File: src/sazv_pkg.sv
package sazv_pkg;
  // ==========================================================
  // register byte offsets (index times four where an index is given)
  localparam logic [7:0] SOCKET_CONTROL_IDX = 8'h10;
  localparam logic [7:0] SYSTEM_CONTROL_IDX = 8'h80;
  localparam logic [7:0] CARD_CONTROL_IDX   = 8'h91;
  localparam logic [9:0] SOCKET_CONTROL_ADDR = 10'h040;
  localparam logic [9:0] SYSTEM_CONTROL_ADDR = 10'h200;
  localparam logic [9:0] CARD_CONTROL_ADDR   = 10'h244;
  localparam logic [9:0] FORCE_EVENT_ADDR    = 10'h300;
  localparam logic [9:0] CARD_STATE_ADDR     = 10'h304;
  localparam logic [9:0] CARD_CONTROL1_ADDR  = 10'h308;
  // ==========================================================
  // field positions
  localparam int VIDEO_ENABLE_BIT   = 9;
  localparam int STD_MODEL_BIT      = 10;
  localparam int VIDEO_ACTIVE_BIT   = 11;
  localparam int OSC_ENABLE_BIT     = 27;
  localparam int PLATFORM_SUPP_BIT  = 27;
  localparam int SPEAKER_EN_BIT     = 1;
  localparam int PWM_ROUTE_BIT      = 2;
  localparam int CARD_TYPE_BIT      = 0;  // 1 = cardbus card
  localparam int IO_MODE_BIT        = 1;  // 16-bit card in i/o mode
  // ==========================================================
  // reset values
  localparam logic [31:0] RESET_WORD = 32'h0000_0000;
  // ring oscillator: nominal 16 kHz derived from 20 MHz pclk
  localparam int OSC_FREQ_HZ  = 16000;
  localparam int PCLK_FREQ_HZ = 20000000;
  localparam int OSC_HALF_CYC = PCLK_FREQ_HZ / (2 * OSC_FREQ_HZ);
endpackage

File: src/sazv_socket_if.sv
`timescale 1ns/1ps
// per-socket control and audio signals between top and socket logic
interface sazv_socket_if;
  logic video_enable;    // socket video enable bit
  logic platform_supp;   // platform video support bit
  logic cardbus_card;    // inserted card is cardbus
  logic io_mode;         // 16-bit card configured for i/o
  logic pwm_route;       // pwm audio route enable
  logic audio_in;        // raw audio terminal level
  logic speaker_bit;     // binary audio contribution
  logic pwm_bit;         // pwm audio contribution
  logic pwm_req;         // socket requests pwm routing
  logic pullup_en;       // status change pullup
  logic pulldown_en;     // status change pulldown
  modport top (output video_enable, platform_supp, cardbus_card, io_mode,
               pwm_route, audio_in,
               input speaker_bit, pwm_bit, pwm_req, pullup_en,
               pulldown_en);
  modport sock (input video_enable, platform_supp, cardbus_card, io_mode,
                pwm_route, audio_in,
                output speaker_bit, pwm_bit, pwm_req, pullup_en,
                pulldown_en);
endinterface

File: src/sazv_socket.sv
`timescale 1ns/1ps
// ============================================================
// per-socket audio selection and status terminal bias
module sazv_socket (
  // socket signals
  sazv_socket_if.sock s
);
  // 16-bit card in i/o mode: battery detect 2 acts as speaker input
  assign s.speaker_bit = s.cardbus_card ? s.audio_in
                       : (s.io_mode & s.audio_in);
  // pwm request only from a cardbus function
  assign s.pwm_req     = s.cardbus_card & s.pwm_route;
  assign s.pwm_bit     = s.audio_in;
  // bias the status change terminal by card type
  assign s.pullup_en   = ~s.cardbus_card;
  assign s.pulldown_en = s.cardbus_card;
endmodule

File: src/sazv_top.sv
// The APB interface to the registers was chosen for this implementation.
`timescale 1ns/1ps
module sazv_top #(
  parameter int NUM_SOCK = 2    // socket count
) (
  // clock and reset
  input  wire logic        pclk,
  input  wire logic        presetn,
  // apb slave
  input  wire logic        psel,
  input  wire logic        penable,
  input  wire logic        pwrite,
  input  wire logic [11:0] paddr,
  input  wire logic [31:0] pwdata,
  output logic      [31:0] prdata,
  output logic             pready,
  output logic             pslverr,
  // socket terminals
  input  wire logic [1:0]  battery_detect_2,
  input  wire logic [1:0]  card_is_cardbus,
  input  wire logic [1:0]  card_io_mode,
  output logic      [1:0]  status_change_pullup,
  output logic      [1:0]  status_change_pulldown,
  // audio and clock outputs
  output logic             speaker_out,
  output logic             pwm_audio_out,
  output logic             internal_osc_clk
);
  // ==========================================================
  // state record
  typedef struct packed {
    logic [1:0]  video_enable;    // per socket enable
    logic [1:0]  platform_supp;   // per socket platform support
    logic        osc_enable;      // internal oscillator enable
    logic [1:0]  speaker_en;      // per function speaker enable
    logic [1:0]  pwm_route;       // per function pwm route
    logic [9:0]  osc_cnt;         // oscillator half period count
    logic        osc_clk;         // oscillator output
    logic        speaker;         // speaker output
    logic        pwm;             // pwm output
    logic [1:0]  pu;              // pullup enables
    logic [1:0]  pd;              // pulldown enables
    logic [31:0] rdata;           // read data
    logic        ready;           // apb ready
    logic        err;             // apb error
  } sazv_state_s;

  sazv_state_s st_reg;            // registered state
  sazv_state_s st_next;           // next state

  // ==========================================================
  // socket instances
  sazv_socket_if sif [NUM_SOCK] ();
  logic [1:0] spk_bits;           // binary audio per socket
  logic [1:0] pwm_bits;           // pwm audio per socket
  logic [1:0] pwm_reqs;           // pwm requests per socket
  logic [1:0] pu_w;               // pullups from sockets
  logic [1:0] pd_w;               // pulldowns from sockets

  for (genvar i = 0; i < NUM_SOCK; i++) begin : g_sock
    assign sif[i].video_enable  = st_reg.video_enable[i];
    assign sif[i].platform_supp = st_reg.platform_supp[i];
    assign sif[i].cardbus_card  = card_is_cardbus[i];
    assign sif[i].io_mode       = card_io_mode[i];
    assign sif[i].pwm_route     = st_reg.pwm_route[i];
    assign sif[i].audio_in      = battery_detect_2[i];
    assign spk_bits[i]          = sif[i].speaker_bit;
    assign pwm_bits[i]          = sif[i].pwm_bit;
    assign pwm_reqs[i]          = sif[i].pwm_req;
    assign pu_w[i]              = sif[i].pullup_en;
    assign pd_w[i]              = sif[i].pulldown_en;
    sazv_socket u_sock (
      .s (sif[i])
    );
  end

  // ==========================================================
  // apb decode helpers
  logic       setup_ph;           // setup phase of a transfer
  logic [9:0] word_addr;          // byte address inside the map
  logic       aligned;            // whole word, upper bits zero
  logic       active;             // video active indicator
  assign setup_ph  = psel & ~penable;
  // decode on the byte address; the top bits must be clear
  assign word_addr = paddr[9:0];
  assign aligned   = (paddr[1:0] == 2'h0) && (paddr[11:10] == 2'h0);
  assign active    = |st_reg.video_enable;

  // ==========================================================
  // next-state logic
  always_comb begin
    st_next       = st_reg;
    st_next.ready = 1'b0;
    st_next.err   = 1'b0;
    // register access taken in setup, answered next cycle
    if (setup_ph) begin
      st_next.ready = 1'b1;
      st_next.rdata = sazv_pkg::RESET_WORD;
      if (!aligned) begin
        st_next.err = 1'b1;
      end else begin
        unique case (word_addr)
          sazv_pkg::SOCKET_CONTROL_ADDR: begin
            if (pwrite) begin
              st_next.video_enable[0] =
                pwdata[sazv_pkg::VIDEO_ENABLE_BIT];
            end else begin
              st_next.rdata[sazv_pkg::VIDEO_ENABLE_BIT] =
                st_reg.video_enable[0];
              st_next.rdata[sazv_pkg::STD_MODEL_BIT] = 1'b1;
              st_next.rdata[sazv_pkg::VIDEO_ACTIVE_BIT] = active;
            end
          end
          sazv_pkg::SYSTEM_CONTROL_ADDR: begin
            if (pwrite) begin
              st_next.osc_enable =
                pwdata[sazv_pkg::OSC_ENABLE_BIT];
            end else begin
              st_next.rdata[sazv_pkg::OSC_ENABLE_BIT] = st_reg.osc_enable;
            end
          end
          sazv_pkg::CARD_CONTROL_ADDR,
          sazv_pkg::CARD_CONTROL1_ADDR: begin
            // second function's card control at its own word
            if (pwrite) begin
              if (word_addr == sazv_pkg::CARD_CONTROL_ADDR) begin
                st_next.speaker_en[0] = pwdata[sazv_pkg::SPEAKER_EN_BIT];
                st_next.pwm_route[0]  = pwdata[sazv_pkg::PWM_ROUTE_BIT];
              end else begin
                st_next.speaker_en[1] = pwdata[sazv_pkg::SPEAKER_EN_BIT];
                st_next.pwm_route[1]  = pwdata[sazv_pkg::PWM_ROUTE_BIT];
              end
            end else if (word_addr == sazv_pkg::CARD_CONTROL_ADDR) begin
              st_next.rdata[sazv_pkg::SPEAKER_EN_BIT] =
                st_reg.speaker_en[0];
              st_next.rdata[sazv_pkg::PWM_ROUTE_BIT] = st_reg.pwm_route[0];
            end else begin
              st_next.rdata[sazv_pkg::SPEAKER_EN_BIT] =
                st_reg.speaker_en[1];
              st_next.rdata[sazv_pkg::PWM_ROUTE_BIT] = st_reg.pwm_route[1];
            end
          end
          sazv_pkg::FORCE_EVENT_ADDR: begin
            // writes of one set support; only path to set it
            if (pwrite) begin
              st_next.platform_supp[0] = st_reg.platform_supp[0] |
                pwdata[sazv_pkg::PLATFORM_SUPP_BIT];
              st_next.platform_supp[1] = st_reg.platform_supp[1] |
                pwdata[sazv_pkg::PLATFORM_SUPP_BIT + 1];
            end
          end
          sazv_pkg::CARD_STATE_ADDR: begin
            // present state: read-only support bits
            if (pwrite) begin
              st_next.err = 1'b1;
            end else begin
              st_next.rdata[sazv_pkg::PLATFORM_SUPP_BIT] =
                st_reg.platform_supp[0];
              st_next.rdata[sazv_pkg::PLATFORM_SUPP_BIT + 1] =
                st_reg.platform_supp[1];
              st_next.rdata[1:0] = st_reg.video_enable;
            end
          end
          default: begin
            st_next.err = 1'b1;   // unmapped address
          end
        endcase
      end
    end
    // ring oscillator, stopped and low while disabled
    if (st_reg.osc_enable) begin
      if (st_reg.osc_cnt == 10'(sazv_pkg::OSC_HALF_CYC - 1)) begin
        st_next.osc_cnt = 10'h000;
        st_next.osc_clk = ~st_reg.osc_clk;
      end else begin
        st_next.osc_cnt = st_reg.osc_cnt + 10'h001;
      end
    end else begin
      st_next.osc_cnt = 10'h000;
      st_next.osc_clk = 1'b0;
    end
    // speaker: xor of sockets, low while disabled
    st_next.speaker = (st_reg.speaker_en[0] | st_reg.speaker_en[1]) &
                      (spk_bits[0] ^ spk_bits[1]);
    // pwm: socket 0 first
    if (pwm_reqs[0]) begin
      st_next.pwm = pwm_bits[0];
    end else if (pwm_reqs[1]) begin
      st_next.pwm = pwm_bits[1];
    end else begin
      st_next.pwm = 1'b0;
    end
    st_next.pu = pu_w;
    st_next.pd = pd_w;
  end

  // ==========================================================
  // state register
  always_ff @(posedge pclk or negedge presetn) begin
    if (!presetn) begin
      st_reg <= '0;
    end else begin
      st_reg <= st_next;
    end
  end

  // ==========================================================
  // outputs from flip-flops
  assign prdata                 = st_reg.rdata;
  assign pready                 = st_reg.ready;
  assign pslverr                = st_reg.err;
  assign speaker_out            = st_reg.speaker;
  assign pwm_audio_out          = st_reg.pwm;
  assign internal_osc_clk       = st_reg.osc_clk;
  assign status_change_pullup   = st_reg.pu;
  assign status_change_pulldown = st_reg.pd;
endmodule

File: config.mk
export PLATFORM = sky130hd
export DESIGN_NAME = sazv_top
export DESIGN_NICKNAME = d
export VERILOG_FILES = /design/src/sazv_pkg.sv /design/src/sazv_socket_if.sv /design/src/sazv_socket.sv /design/src/sazv_top.sv
export SDC_FILE = /design/constraint.sdc
export NUM_CORES = 1
export LEC_CHECK = 0
export ABC_AREA = 1
export BUFFER_PORTS_ARGS = -buffer_cell sky130_fd_sc_hd__buf_2
export CAP_MARGIN = 20
export CORE_ASPECT_RATIO = 1.4
export CORE_UTILIZATION = 46
export DETAILED_ROUTE_END_ITERATION = 10
export HOLD_SLACK_MARGIN = 0.1
export PLACE_DENSITY_LB_ADDON = 0.05
export SLEW_MARGIN = 20
export SYNTH_ARGS = -nofsm -noshare
export SYNTH_HDL_FRONTEND = slang
export SYNTH_HIERARCHICAL = 1
export SYNTH_SLANG_ARGS = --single-unit
File: constraint.sdc
create_clock -name pclk -period 1.7 [get_ports pclk]
set_input_delay 0.34 -clock pclk [delete_from_list [all_inputs] [get_ports pclk]]
set_output_delay 0.34 -clock pclk [all_outputs]
set_load 0.02 [all_outputs]
==> summary.md <==
| Metric | Value |
|---|---|
| Status | finished with violations |
| Failing checks | DRC |
| Seq/Total Area, Yosys | 42.9% |
| Clk network pwr share | roughly 37% |
| Post-synth top cells | 49 x nand2_1, 40 x buf_4, 34 x dfrtp_1 |
| Post-detailed-routing wire length | 3.38 mm |
| Largest net degree at the start of global routing | 35 |
| First-pass GRT wire length | 5.62 mm |
| DRT antenna net count | 0 |
| Yosys reg bits | 34 |
| Setup TNS | 0 ps |
| Worst-skew pair later-pin latency | between 200 and 300 ps |
| Netlist cell types | 27 |
| Max VDD drop | 0.000395 V |
| Syn. warnings | 6 |
| Vias | about 1.5k |
| Setup CP Type | reg2reg |
| Antenna cells | 0 |
| Worst endpoint data arrival time | 1640 ps |
| Startpoint types | register |
| Met2 routed WL | 1.84 mm |
| WL/cell | 10.3 um |
| Fin nets | 340 |
| Synth async-reset ratio | 100% |
| Routed wl met3 | roughly 140 um |
| Post-CTS Setup Inserts | 0 |
| Syn Area/Cell | 8.06 um^2 |
| Switching share of power | 27.3% |
| Layout cells sized above 1 | between 20% and 30% |
| Power Total | 0.00194 W |
| Top FF cell, synth | dfrtp_1 |
| Psw | 0.000531 W |
| Layout area overhead | 9.66% |
| Wl on met1 | about 1.3 mm |
| Congestion Overflow GR | 0 |
| Global placer's final weighted congestion | 0.799 |
| Synth top area cells | dfrtp_1 43%, buf_4 15%, nand2_1 9.3%, inv_1 5.9%, nor2_1 4.7% |
| Flop pwr share | between 40 and 50% |
| Worst hold path class | in2reg |
| EDFF count, synth | 0 |
| Fin util | 54.1% |
| Cts repair resizes | 0 |
| Netlist Area Pre-Place | 0.00198 mm^2 |
| IO Pins | 96 |
| Row cnt | 27 |
| Power Dens Cells | 894 mW/mm^2 |
| Die width | 57.5 um |
| RSZ-0062 raised after global routing | no |
| Fmax | 0.698 GHz |
| Period utilization | 84.3% |
| Vias per std cell | 4.56 |
| Crit. End Element | register |
| Uppermost layer routed | met4 |
| Hold buffers post-CTS | 1 |
| H-tree depth | 2 |
| Largest area contributor in the netlist | dfrtp_1 |
| Int Power | 0.00141 W |
| Final HPWL DP | 2.64 mm |
| Final min period | 1430 ps |
| Drt drc | 1 |
| Initial DRC count | 40 |
| Die area | 0.00458 mm^2 |
| Share of total power in combinational logic | 14.3% |
| Final setup violating endpoints | 0 |
| Vias in the first global route | 1,314 |
| CTS max path bufs | 2 |
| Critical Path RT | between 1500 and 2000 ps |
| TritonCTS Buffers | 5 |
| Core area | between 0.004 and 0.005 mm^2 |
| Max_cap viols | 0 |
| Pre-antenna DRT Iters | 9 |
| PortBufs | 44 |
| CTS tree | done |
| Global-route usage over all layers | between 10% and 20% |
| Initial antenna violation count | 0 |
| Top-count cell post-synth | nand2_1 |
| Final Hold Viols | 0 |
| Max FFs per register | 13 |
| CP Max Fanout | 9 |
| Max-slew violation count | 0 |
| Die height | 79.7 um |
| CTS sink cnt | 34 |
| Top-area cell type share of the netlist area | 42.9% |
| Lkg Pwr | 1.20 nW |
| Clock tree root buffer cell | clkbuf_8 |
| Clk slew on worst S/H paths | 70 ps |
| Setup Skew | about 4.4 ps |
| Mapped Cells | 246 |
| Starting Density | between 40% and 50% |
[worst max-delay path: stages (launching register included)]
cell and delay (ps):
dfrtp_1 440, inv_1 100, ha_1 160, nand4_1 110, o21ai_2 350, nand3_1 110
o21ai_0 90
[final timing paths]
check	depth (start not counted)	end	slack [ps]	start
worst max-delay path	6	internal_osc_clk	270	st_reg[41]
worst max register to register	6	internal_osc_clk	270	st_reg[41]
worst min register to register	2	sif[1].platform_supp	460	sif[1].platform_supp
max in group asynchronous	3	prdata[1]	780	presetn
min in group asynchronous	3	status_change_pulldown[1]	610	presetn
worst min-delay path	1	status_change_pulldown[0]	210	card_is_cardbus[0]
[placed cells by master (no fill, tap or decap), types with 3 or more instances in the layout]
master     n
a21oi_1    4
buf_2     44
clkbuf_8   5
conb_1    24
dfrtp_1   34
inv_1     31
inv_2      3
nand2_1   49
nand3_1   11
nand4_1    4
nor2_1    25
nor2_2     7
nor2_4     3
nor3_1     3
o21ai_0    8
o21ai_1    5
[cell families after synthesis]
kind of cell / after synthesis / synth area share, %
simple gates: 111 / 26.7
compound gates: 21 / 6.00
fa+ha+maj: 2 / 1.26
flops: 34 / 42.9
other cells: 1 / 0.189
buf+inv: 74 / 21.6
xor+xnor: 3 / 1.33
[power groups by stage]
stage / Clock [W] / Combinational [W] / Sequential [W]
2_1_floorplan: 0 / 0.000247 / 0.000950
3_3_place_gp: 0 / 0.000276 / 0.000964
3_5_place_dp: 0 / 0.000278 / 0.000965
4_1_cts: 0.000737 / 0.000282 / 0.000949
5_1_grt: 0.000758 / 0.000322 / 0.000959
6_report: 0.000713 / 0.000279 / 0.000951
[stage by stage]
stage | hold WS, ps | cells | cell area [um^2] | setup slack, ps
4_1_cts | 201 | 327 | 2170 | 236
6_report | 208 | 327 | 2170 | 267
2_1_floorplan | 44.4 | 269 | 2070 | 444
3_5_place_dp | 400 | 318 | 2060 | 266
5_1_grt | 204 | 327 | 2170 | 120
3_3_place_gp | 399 | 318 | 2060 | 271
[per-layer routing]
layer,vias to the layer above,track usage [%]
met5,-,0
met4,0,9.27
met3,6,3.08
met2,44,29.0
met1,664,18.2
li1,778,-
[cell type report]
type / count / area [um^2]
well taps: 43 / 53.8
inverters: 34 / 128
repair buffers: 47 / 245
fillers: 421 / 1850
clock inverters: 1 / 30.0
flip-flops and latches: 34 / 851
clock buffers: 7 / 76.3
multi-input cells: 161 / 790
(Power assumes the default switching activity.)
